File: config.mk
export PLATFORM = sky130hd
export DESIGN_NAME = tlic_top
export DESIGN_NICKNAME = d
export VERILOG_FILES = /design/src/pkg/tlic_pkg.sv /design/src/rtl/tlic_top.sv /design/src/rtl/tlic_sync2.sv /design/src/rtl/tlic_first_set.sv
export VERILOG_INCLUDE_DIRS = /design/src /design/src/pkg
export SDC_FILE = /design/constraint.sdc
export NUM_CORES = 1
export LEC_CHECK = 0
export BUFFER_PORTS_ARGS = -buffer_cell sky130_fd_sc_hd__buf_2
export CAP_MARGIN = 15
export CORE_MARGIN = 2
export CORE_UTILIZATION = 45
export DETAILED_ROUTE_END_ITERATION = 16
export PLACE_DENSITY = 0.69
export SLEW_MARGIN = 40
export SYNTH_ARGS = -nofsm -noshare
export SYNTH_HDL_FRONTEND = slang
export SYNTH_SLANG_ARGS = --single-unit
File: constraint.sdc
create_clock -name pclk -period 2.8 [get_ports pclk]
set_clock_uncertainty 0.1 [all_clocks]
set_input_delay 0.56 -clock pclk [delete_from_list [all_inputs] [get_ports pclk]]
set_output_delay 0.56 -clock pclk [all_outputs]
set_load 0.05 [all_outputs]
File: src/pkg/tlic_map.svh
`ifndef TLIC_MAP_SVH
`define TLIC_MAP_SVH

// ----------------------------------------------------------------
// Register offsets (byte addresses, one aligned word each)
// ----------------------------------------------------------------
`define TLIC_OFS_PEND    8'h00
`define TLIC_OFS_EN_PRI  8'h04
`define TLIC_OFS_EN_A    8'h08
`define TLIC_OFS_EN_B    8'h0c
`define TLIC_OFS_PR_PRI  8'h10
`define TLIC_OFS_PR_A    8'h14
`define TLIC_OFS_PR_B    8'h18
`define TLIC_OFS_STAT    8'h1c

// ----------------------------------------------------------------
// Field positions and reset values
// ----------------------------------------------------------------
`define TLIC_GLOBAL_BIT  7
`define TLIC_RST_PEND    18'h00000
`define TLIC_RST_EN8     8'h00
`define TLIC_RST_EN3     3'h0
`define TLIC_RST_PR7     7'h00
`define TLIC_RST_PR8     8'h00
`define TLIC_RST_PR3     3'h0

// ----------------------------------------------------------------
// Sources, vectors and hardware-cleared flags
// ----------------------------------------------------------------
`define TLIC_SRC_PIN0    0
`define TLIC_SRC_PIN1    2
`define TLIC_HWCLR_MASK  18'h1000f
`define TLIC_VEC_BASE    16'h0003
`define TLIC_VEC_SHIFT   3

`endif

File: src/pkg/tlic_pkg.sv
package tlic_pkg;

    // ------------------------------------------------------------
    // Bus and core carriers
    // ------------------------------------------------------------
    typedef struct packed {
        logic        psel;
        logic        penable;
        logic        pwrite;
        logic [7:0]  paddr;
        logic [31:0] pwdata;
        logic [3:0]  pstrb;
    } tlic_apb_req_t;

    typedef struct packed {
        logic [31:0] prdata;
        logic        pready;
        logic        pslverr;
    } tlic_apb_rsp_t;

    typedef struct packed {
        logic instr_done;
        logic instr_is_return_from_irq_instr;
        logic call_ack;
    } tlic_core_in_t;

    typedef struct packed {
        logic        call_req;
        logic        call_hi;
        logic [4:0]  call_idx;
        logic [15:0] call_vec;
    } tlic_call_t;

    // ------------------------------------------------------------
    // Whole controller state
    // ------------------------------------------------------------
    typedef struct packed {
        logic [17:0] pend;
        logic [7:0]  en_pri;
        logic [7:0]  en_a;
        logic [2:0]  en_b;
        logic [6:0]  pr_pri;
        logic [7:0]  pr_a;
        logic [2:0]  pr_b;
        logic        det_hi_v;
        logic        det_lo_v;
        logic [4:0]  det_hi_idx;
        logic [4:0]  det_lo_idx;
        logic        act_hi;
        logic        act_lo;
        tlic_call_t  call;
        logic [1:0]  pin_q;
        logic [31:0] prdata;
        logic        pslverr;
    } tlic_state_t;

endpackage

File: src/rtl/tlic_top.sv
// Local design decisions: the placing of the registers and register access over APB.
`timescale 1ns/1ps

`include "tlic_map.svh"

module tlic_top
    import tlic_pkg::*;
#(
    parameter int NSRC = 18,
    parameter int IW   = 5
) (
    // Clock and reset
    input  wire logic                pclk,
    input  wire logic                presetn,
    // Register bus
    input  wire tlic_apb_req_t       apb_i,
    output tlic_apb_rsp_t            apb_o,
    // Peripheral events, one-cycle pulses on pclk
    input  wire logic [NSRC-1:0]     src_event,
    // External interrupt pins, asynchronous
    input  wire logic [1:0]          ext_pin,
    // Core sequencer
    input  wire tlic_core_in_t       core_i,
    output tlic_call_t               call_o
);

    // ------------------------------------------------------------
    // Declarations
    // ------------------------------------------------------------
    tlic_state_t       s_r;
    tlic_state_t       s_nxt;
    logic [1:0]        pin_s;
    logic [NSRC-1:0]   en_all;
    logic [NSRC-1:0]   pr_all;
    logic              glob_en;
    logic [NSRC-1:0]   hi_vec;
    logic [NSRC-1:0]   lo_vec;
    logic              hi_found;
    logic              lo_found;
    logic [IW-1:0]     hi_idx;
    logic [IW-1:0]     lo_idx;
    logic              setup;
    logic              wr;
    logic [31:0]       wmask;
    logic [NSRC-1:0]   hw_set;
    logic              take_ok;
    logic              acked;
    logic              return_from_irq_instr_done;
    // Held as a named vector because a literal cannot be bit-selected
    localparam logic [NSRC-1:0] HWCLR_MASK = `TLIC_HWCLR_MASK;

    // ------------------------------------------------------------
    // Pin synchroniser
    // ------------------------------------------------------------
    tlic_sync2 #(
        .WIDTH (2)
    ) u_sync (
        .pclk    (pclk),
        .presetn (presetn),
        .din     (ext_pin),
        .dout    (pin_s)
    );

    // ------------------------------------------------------------
    // Request gating
    // ------------------------------------------------------------
    // Global bit gates every per-source enable
    assign glob_en = s_r.en_pri[`TLIC_GLOBAL_BIT];
    assign en_all  = {s_r.en_b, s_r.en_a, s_r.en_pri[6:0]};
    assign pr_all  = {s_r.pr_b, s_r.pr_a, s_r.pr_pri};
    // Disabled flags simply drop out of both vectors
    assign hi_vec  = s_r.pend & en_all & pr_all & {NSRC{glob_en}};
    assign lo_vec  = s_r.pend & en_all & ~pr_all & {NSRC{glob_en}};

    // One encoder per level; lowest source index wins a tie
    tlic_first_set #(
        .N  (NSRC),
        .IW (IW)
    ) u_enc_hi (
        .vec   (hi_vec),
        .found (hi_found),
        .idx   (hi_idx)
    );

    tlic_first_set #(
        .N  (NSRC),
        .IW (IW)
    ) u_enc_lo (
        .vec   (lo_vec),
        .found (lo_found),
        .idx   (lo_idx)
    );

    // ------------------------------------------------------------
    // Bus decode helpers
    // ------------------------------------------------------------
    assign setup = apb_i.psel & ~apb_i.penable;
    assign wr    = apb_i.psel & apb_i.penable & apb_i.pwrite;
    assign wmask = {{8{apb_i.pstrb[3]}}, {8{apb_i.pstrb[2]}},
                    {8{apb_i.pstrb[1]}}, {8{apb_i.pstrb[0]}}};

    // Event sources: peripherals plus rising edges of the pins
    always_comb begin
        hw_set = src_event;
        hw_set[`TLIC_SRC_PIN0] = src_event[`TLIC_SRC_PIN0]
                               | (pin_s[0] & ~s_r.pin_q[0]);
        hw_set[`TLIC_SRC_PIN1] = src_event[`TLIC_SRC_PIN1]
                               | (pin_s[1] & ~s_r.pin_q[1]);
    end

    // Sequencer events
    assign acked     = s_r.call.call_req & core_i.call_ack;
    assign return_from_irq_instr_done = core_i.instr_done & core_i.instr_is_return_from_irq_instr;
    // A return's own completion never launches a call, so one more
    // instruction always runs first
    assign take_ok   = core_i.instr_done & ~core_i.instr_is_return_from_irq_instr
                     & ~s_r.call.call_req;

    // ------------------------------------------------------------
    // Next-state logic
    // ------------------------------------------------------------
    always_comb begin
        s_nxt = s_r;
        s_nxt.pin_q = pin_s;

        // Register writes take effect in the access phase only
        if (wr) begin
            unique case (apb_i.paddr)
                `TLIC_OFS_PEND: begin
                    s_nxt.pend = (s_r.pend & ~wmask[NSRC-1:0])
                               | (apb_i.pwdata[NSRC-1:0] & wmask[NSRC-1:0]);
                end
                `TLIC_OFS_EN_PRI: begin
                    if (apb_i.pstrb[0]) begin
                        s_nxt.en_pri = apb_i.pwdata[7:0];
                    end
                end
                `TLIC_OFS_EN_A: begin
                    if (apb_i.pstrb[0]) begin
                        s_nxt.en_a = apb_i.pwdata[7:0];
                    end
                end
                `TLIC_OFS_EN_B: begin
                    if (apb_i.pstrb[0]) begin
                        s_nxt.en_b = apb_i.pwdata[2:0];
                    end
                end
                `TLIC_OFS_PR_PRI: begin
                    if (apb_i.pstrb[0]) begin
                        s_nxt.pr_pri = apb_i.pwdata[6:0];
                    end
                end
                `TLIC_OFS_PR_A: begin
                    if (apb_i.pstrb[0]) begin
                        s_nxt.pr_a = apb_i.pwdata[7:0];
                    end
                end
                `TLIC_OFS_PR_B: begin
                    if (apb_i.pstrb[0]) begin
                        s_nxt.pr_b = apb_i.pwdata[2:0];
                    end
                end
                default: begin
                end
            endcase
        end

        // Flags that hardware retires when the core vectors
        if (acked && HWCLR_MASK[s_r.call.call_idx]) begin
            s_nxt.pend[s_r.call.call_idx] = 1'b0;
        end

        // Hardware events last: a set beats any clear in the same cycle
        s_nxt.pend = s_nxt.pend | hw_set;

        // Detection stage, refreshed every cycle
        s_nxt.det_hi_v   = hi_found;
        s_nxt.det_lo_v   = lo_found;
        s_nxt.det_hi_idx = hi_idx;
        s_nxt.det_lo_idx = lo_idx;

        // Return closes the most recent service level
        if (return_from_irq_instr_done) begin
            if (s_r.act_hi) begin
                s_nxt.act_hi = 1'b0;
            end else begin
                s_nxt.act_lo = 1'b0;
            end
        end

        // Core has taken the call: level is now in service
        if (acked) begin
            s_nxt.call.call_req = 1'b0;
            if (s_r.call.call_hi) begin
                s_nxt.act_hi = 1'b1;
            end else begin
                s_nxt.act_lo = 1'b1;
            end
        end

        // Decision uses the detection latched a cycle earlier, so a
        // request seen just before an enable clear can still win
        if (take_ok) begin
            if (s_r.det_hi_v && !s_r.act_hi) begin
                s_nxt.call.call_req = 1'b1;
                s_nxt.call.call_hi  = 1'b1;
                s_nxt.call.call_idx = s_r.det_hi_idx;
                s_nxt.call.call_vec = `TLIC_VEC_BASE
                    + (16'(s_r.det_hi_idx) << `TLIC_VEC_SHIFT);
            end else if (s_r.det_lo_v && !s_r.act_hi && !s_r.act_lo) begin
                s_nxt.call.call_req = 1'b1;
                s_nxt.call.call_hi  = 1'b0;
                s_nxt.call.call_idx = s_r.det_lo_idx;
                s_nxt.call.call_vec = `TLIC_VEC_BASE
                    + (16'(s_r.det_lo_idx) << `TLIC_VEC_SHIFT);
            end
        end

        // Read data and error are prepared in the setup phase
        if (setup) begin
            s_nxt.prdata  = 32'h0000_0000;
            s_nxt.pslverr = 1'b0;
            unique case (apb_i.paddr)
                `TLIC_OFS_PEND:   s_nxt.prdata[NSRC-1:0] = s_r.pend;
                `TLIC_OFS_EN_PRI: s_nxt.prdata[7:0] = s_r.en_pri;
                `TLIC_OFS_EN_A:   s_nxt.prdata[7:0] = s_r.en_a;
                `TLIC_OFS_EN_B:   s_nxt.prdata[2:0] = s_r.en_b;
                `TLIC_OFS_PR_PRI: s_nxt.prdata[6:0] = s_r.pr_pri;
                `TLIC_OFS_PR_A:   s_nxt.prdata[7:0] = s_r.pr_a;
                `TLIC_OFS_PR_B:   s_nxt.prdata[2:0] = s_r.pr_b;
                `TLIC_OFS_STAT: begin
                    s_nxt.prdata[0]   = s_r.act_hi;
                    s_nxt.prdata[1]   = s_r.act_lo;
                    s_nxt.prdata[2]   = s_r.call.call_req;
                    s_nxt.prdata[3]   = s_r.call.call_hi;
                    s_nxt.prdata[8:4] = s_r.call.call_idx;
                end
                default:          s_nxt.pslverr = 1'b1;
            endcase
        end
    end

    // ------------------------------------------------------------
    // State register
    // ------------------------------------------------------------
    always_ff @(posedge pclk or negedge presetn) begin
        if (!presetn) begin
            s_r.pend          <= `TLIC_RST_PEND;
            s_r.en_pri        <= `TLIC_RST_EN8;
            s_r.en_a          <= `TLIC_RST_EN8;
            s_r.en_b          <= `TLIC_RST_EN3;
            s_r.pr_pri        <= `TLIC_RST_PR7;
            s_r.pr_a          <= `TLIC_RST_PR8;
            s_r.pr_b          <= `TLIC_RST_PR3;
            s_r.det_hi_v      <= 1'b0;
            s_r.det_lo_v      <= 1'b0;
            s_r.det_hi_idx    <= '0;
            s_r.det_lo_idx    <= '0;
            s_r.act_hi        <= 1'b0;
            s_r.act_lo        <= 1'b0;
            s_r.call.call_req <= 1'b0;
            s_r.call.call_hi  <= 1'b0;
            s_r.call.call_idx <= '0;
            s_r.call.call_vec <= 16'h0000;
            s_r.pin_q         <= 2'h0;
            s_r.prdata        <= 32'h0000_0000;
            s_r.pslverr       <= 1'b0;
        end else begin
            s_r <= s_nxt;
        end
    end

    // ------------------------------------------------------------
    // Outputs
    // ------------------------------------------------------------
    // Zero wait states keep the slave simple; reads show setup-time state
    assign apb_o.prdata  = s_r.prdata;
    assign apb_o.pready  = 1'b1;
    assign apb_o.pslverr = s_r.pslverr & apb_i.psel & apb_i.penable;
    assign call_o        = s_r.call;

endmodule

File: src/rtl/tlic_sync2.sv
`timescale 1ns/1ps

module tlic_sync2 #(
    parameter int WIDTH = 2
) (
    // Clock and reset
    input  wire logic             pclk,
    input  wire logic             presetn,
    // Levels
    input  wire logic [WIDTH-1:0] din,
    output logic      [WIDTH-1:0] dout
);

    logic [WIDTH-1:0] meta_r;

    // --------------------------------------------------------
    // Two flops; the first is seen by the second only
    // --------------------------------------------------------
    always_ff @(posedge pclk or negedge presetn) begin
        if (!presetn) begin
            meta_r <= '0;
            dout   <= '0;
        end else begin
            meta_r <= din;
            dout   <= meta_r;
        end
    end

endmodule

File: src/rtl/tlic_first_set.sv
`timescale 1ns/1ps

module tlic_first_set #(
    parameter int N  = 18,
    parameter int IW = 5
) (
    // Request vector
    input  wire logic [N-1:0]  vec,
    // Lowest set position
    output logic               found,
    output logic [IW-1:0]      idx
);

    // --------------------------------------------------------
    // Walk downward so the lowest index wins a tie
    // --------------------------------------------------------
    always_comb begin
        found = 1'b0;
        idx   = '0;
        for (int i = N - 1; i >= 0; i--) begin
            if (vec[i]) begin
                found = 1'b1;
                idx   = IW'(i);
            end
        end
    end

endmodule

==> flow_metrics.py <==
metrics = {
    "setup_path": {
        "r2r-start": "glob_en",
        "cp-startpoint": "apb_i[41]",
        "cp-endpoint": "s_r[113]",
        "reg2reg_slack_ns": 0.69,
        "reg2reg_to": "s_r[64]",
        "worstRegToRegCells": 7,
        "critPathLaunchType": "primary input",
        "required_ns": 2.93,
        "worstSetupPathType": "primary input to flip-flop",
        "crit_path_end_kind": "flip-flop",
        "worstPathArrival_ns": 2.48,
        "cp_max_fo": 8,
    },
    "min_path": {
        "min_path_type": "primary input to flip-flop",
    },
    "timing": {
        "final_max_slew_viol_count": 0,
        "period_needed_ns": 2.35,
        "fin_setup_tns_ns": 0,
        "hold_viol_final": 0,
        "max_freq_mhz": 426,
        "rsz0062_at_grt": "false",
        "setup_viol": 0,
        "relSlewSlack_pct": 56.7,
        "period_share_pct": 83.8,
        "tightest_slew_ns": 0.644,
    },
    "die": {
        "die_w_um": 115,
        "coreArea_um2": 12000,
        "die_h_um": 115,
        "io_pins": 129,
        "design.die.area_um2": 13200,
        "start_util_pct": 46.0,
        "rows": 40,
    },
    "clock_tree": {
        "clockBufferDepth": 2,
        "h-tree-depth": 3,
        "cts_tree": "built",
        "clock_sinks": 102,
        "ctsRootBufferMaster": "clkbuf_16",
        "cts_resized": 0,
        "clkTransAtPathRegs_ns": 0.07,
        "cts-buffers-inserted": 9,
        "clk_latency_ns": 0.35,
    },
    "power": {
        "p_leak_nw": 3.06,
        "ir_worst_vdd_mv": 0.293,
        "power_frac_seq_pct": 48.3,
        "power_switching_share_pct": 25.4,
        "power_switching_mw": 0.794,
        "p_comb_share_pct": 10.1,
        "p_int_mw": 2.33,
        "power_frac_clock_pct": 41.6,
        "power_density_nw_per_um2": 502,
    },
    "synth": {
        "avgSynthCellArea_um2": 10.3,
        "ys_types": 63,
        "ys.flop_type": "dfrtp_1",
        "ys_ff_latch": 102,
        "async_flop_share_pct": 100,
        "synth-seq-area-share_pct": 46.2,
        "syn_inst": 535,
        "syn_area_um2": 5530,
        "synth_enable_flop_cells": 0,
        "ys_warn_count": 0,
    },
    "place": {
        "place_hpwl_um": 11100,
        "gp_congestion": 0.876,
        "port_buffers": 89,
        "placed_cell_area_um2": 5900,
    },
    "global_route": {
        "grt_max_degree": 56,
        "grt_antenna_before_repair": 0,
        "grt-ovfl-total": 0,
        "grt_usage_pct": 23.4,
        "grt_pass1_vias": 4118,
        "grt_pass1_wl_um": 23100,
    },
    "cells_and_area": {
        "fin_area_um2": 6220,
        "final_cell_mix": "dfrtp_1, buf_2, mux2_2, nand2_1, nor2_1",
        "drive_gt1_share_pct": 29.0,
        "area_growth_pct": 12.6,
        "fin_nets": 672,
        "antenna_cells": 0,
        "final_common_cell": "dfrtp_1",
    },
    "run": {
        "drv_cap": 0,
    },
    "routing": {
        "wl_per_cell_um": 19.8,
        "routed_wl_um": 14900,
        "drt_iter0_drc": 308,
        "drtPass1Iterations": 5,
        "viasPerCell": 5.76,
        "ant_nets": 0,
        "drc": 0,
        "vias": 4329,
    },
    "status": {
        "outcome": "completed",
    },
}
through the flow:
stage | worst slack (ns) | power (mW) | hold slack, ns | cells | utilization (%)
floorplan | 0.457 | 1.76 | 0.164 | 557 | -
global placement | 0.218 | 1.85 | 0.233 | 735 | 49.2
detailed placement | 0.159 | 1.85 | 0.236 | 735 | 49.2
CTS | 0.533 | 3.15 | 0.197 | 751 | 51.8
global route | 0.413 | 3.23 | 0.205 | 751 | 51.8
finish | 0.452 | 3.12 | 0.210 | 751 | 51.8
cell usage after synthesis, types with 3 or more instances:
cell      number  share of area, %
o211ai_1       4              0.54
nand2_1       38               2.6
nor2_1        36               2.4
a22oi_1        6              0.81
nor3_1         5              0.45
a21oi_1       14               1.3
a22o_1        11               1.7
clkbuf_1      10              0.68
and4b_1        3              0.54
inv_1         10              0.68
a32o_1         3              0.54
mux2_2        39               7.9
o21ai_0       24               2.2
a31oi_1        4              0.45
buf_4         56               7.6
nand4_1       19               2.1
or3_1          3              0.34
nor2b_1        5              0.57
mux2i_1       13               2.4
buf_2          7              0.63
nand2b_1       9               1.0
dfrtp_1      102                46
nand4b_1       7               1.1
nor4_1         6              0.68
and3_1        11               1.2
a211o_1       14               2.2
nand3_1       25               2.3
mux4_2         3               1.2
o22ai_1        3              0.34
o21a_1         5              0.68
cell type report:
type / instances / area (um^2)
clock buffers: 12 / 267
clock inverters: 3 / 42.5
fillers: 1091 / 5790
inverters: 10 / 37.5
multi-input cells: 369 / 2510
flip-flops and latches: 102 / 2550
well taps: 147 / 184
repair buffers: 108 / 631
power by group through the flow:
stage                     clock network, mW  logic [mW]  registers (mW)
after global routing                   1.38       0.339            1.51
after detailed placement                  0       0.313            1.54
after global placement                    0       0.310            1.54
after floorplan                           0       0.234            1.53
after CTS                              1.32       0.315            1.51
final                                  1.30       0.315            1.51
state kept, by name, indices dropped and copies added (netlist names):
signal,cells
s_r,35
apb_o,18
en_all,18
pr_all,18
call_o,8
u_sync.dout,2
u_sync.meta_r,2
glob_en,1
cell families after synthesis:
kind of cell / share of synthesized area [%]
multiplexers: 11.5
other: 0.136
flip-flops: 46.2
buffers and inverters: 9.93
AND/OR/NAND/NOR: 19.0
AO/OA/AOI/OAI: 13.3
worst max-delay path: stages:
cell     delay [ns]
buf_2          0.09
or3_1          0.43
nor3_4         0.33
nand3_1        0.45
buf_4          0.32
a211o_1        0.29
metal layers:
| metal | global-route usage [%] | vias to the layer above | part of all wire, % |
|---|---|---|---|
| li1 | - | 2026 | - |
| met1 | 32.6 | 2122 | 46 |
| met2 | 36.8 | 154 | 46 |
| met3 | 4.69 | 27 | 5.5 |
| met4 | 8.19 | 0 | 2.3 |
| met5 | 0 | - | 0 |
how the worst min path moves through the flow:
stage	start	end	slack [ns]	depth (start not counted)
global route	ext_pin[1]	u_sync.meta_r[1]	0.20	1
detailed placement	u_sync.meta_r[1]	u_sync.dout[1]	0.24	0
global placement	u_sync.meta_r[0]	u_sync.dout[0]	0.23	0
CTS	ext_pin[0]	u_sync.meta_r[0]	0.20	1
finish	ext_pin[0]	u_sync.meta_r[0]	0.21	1
floorplan	presetn	apb_o[10]	0.16	0
what timing repair did:
action	CTS	global route
hold buffers	1	0
setup buffers	0	0
hold endpoints to repair	13	0
Power figures use the tool's default switching activity.
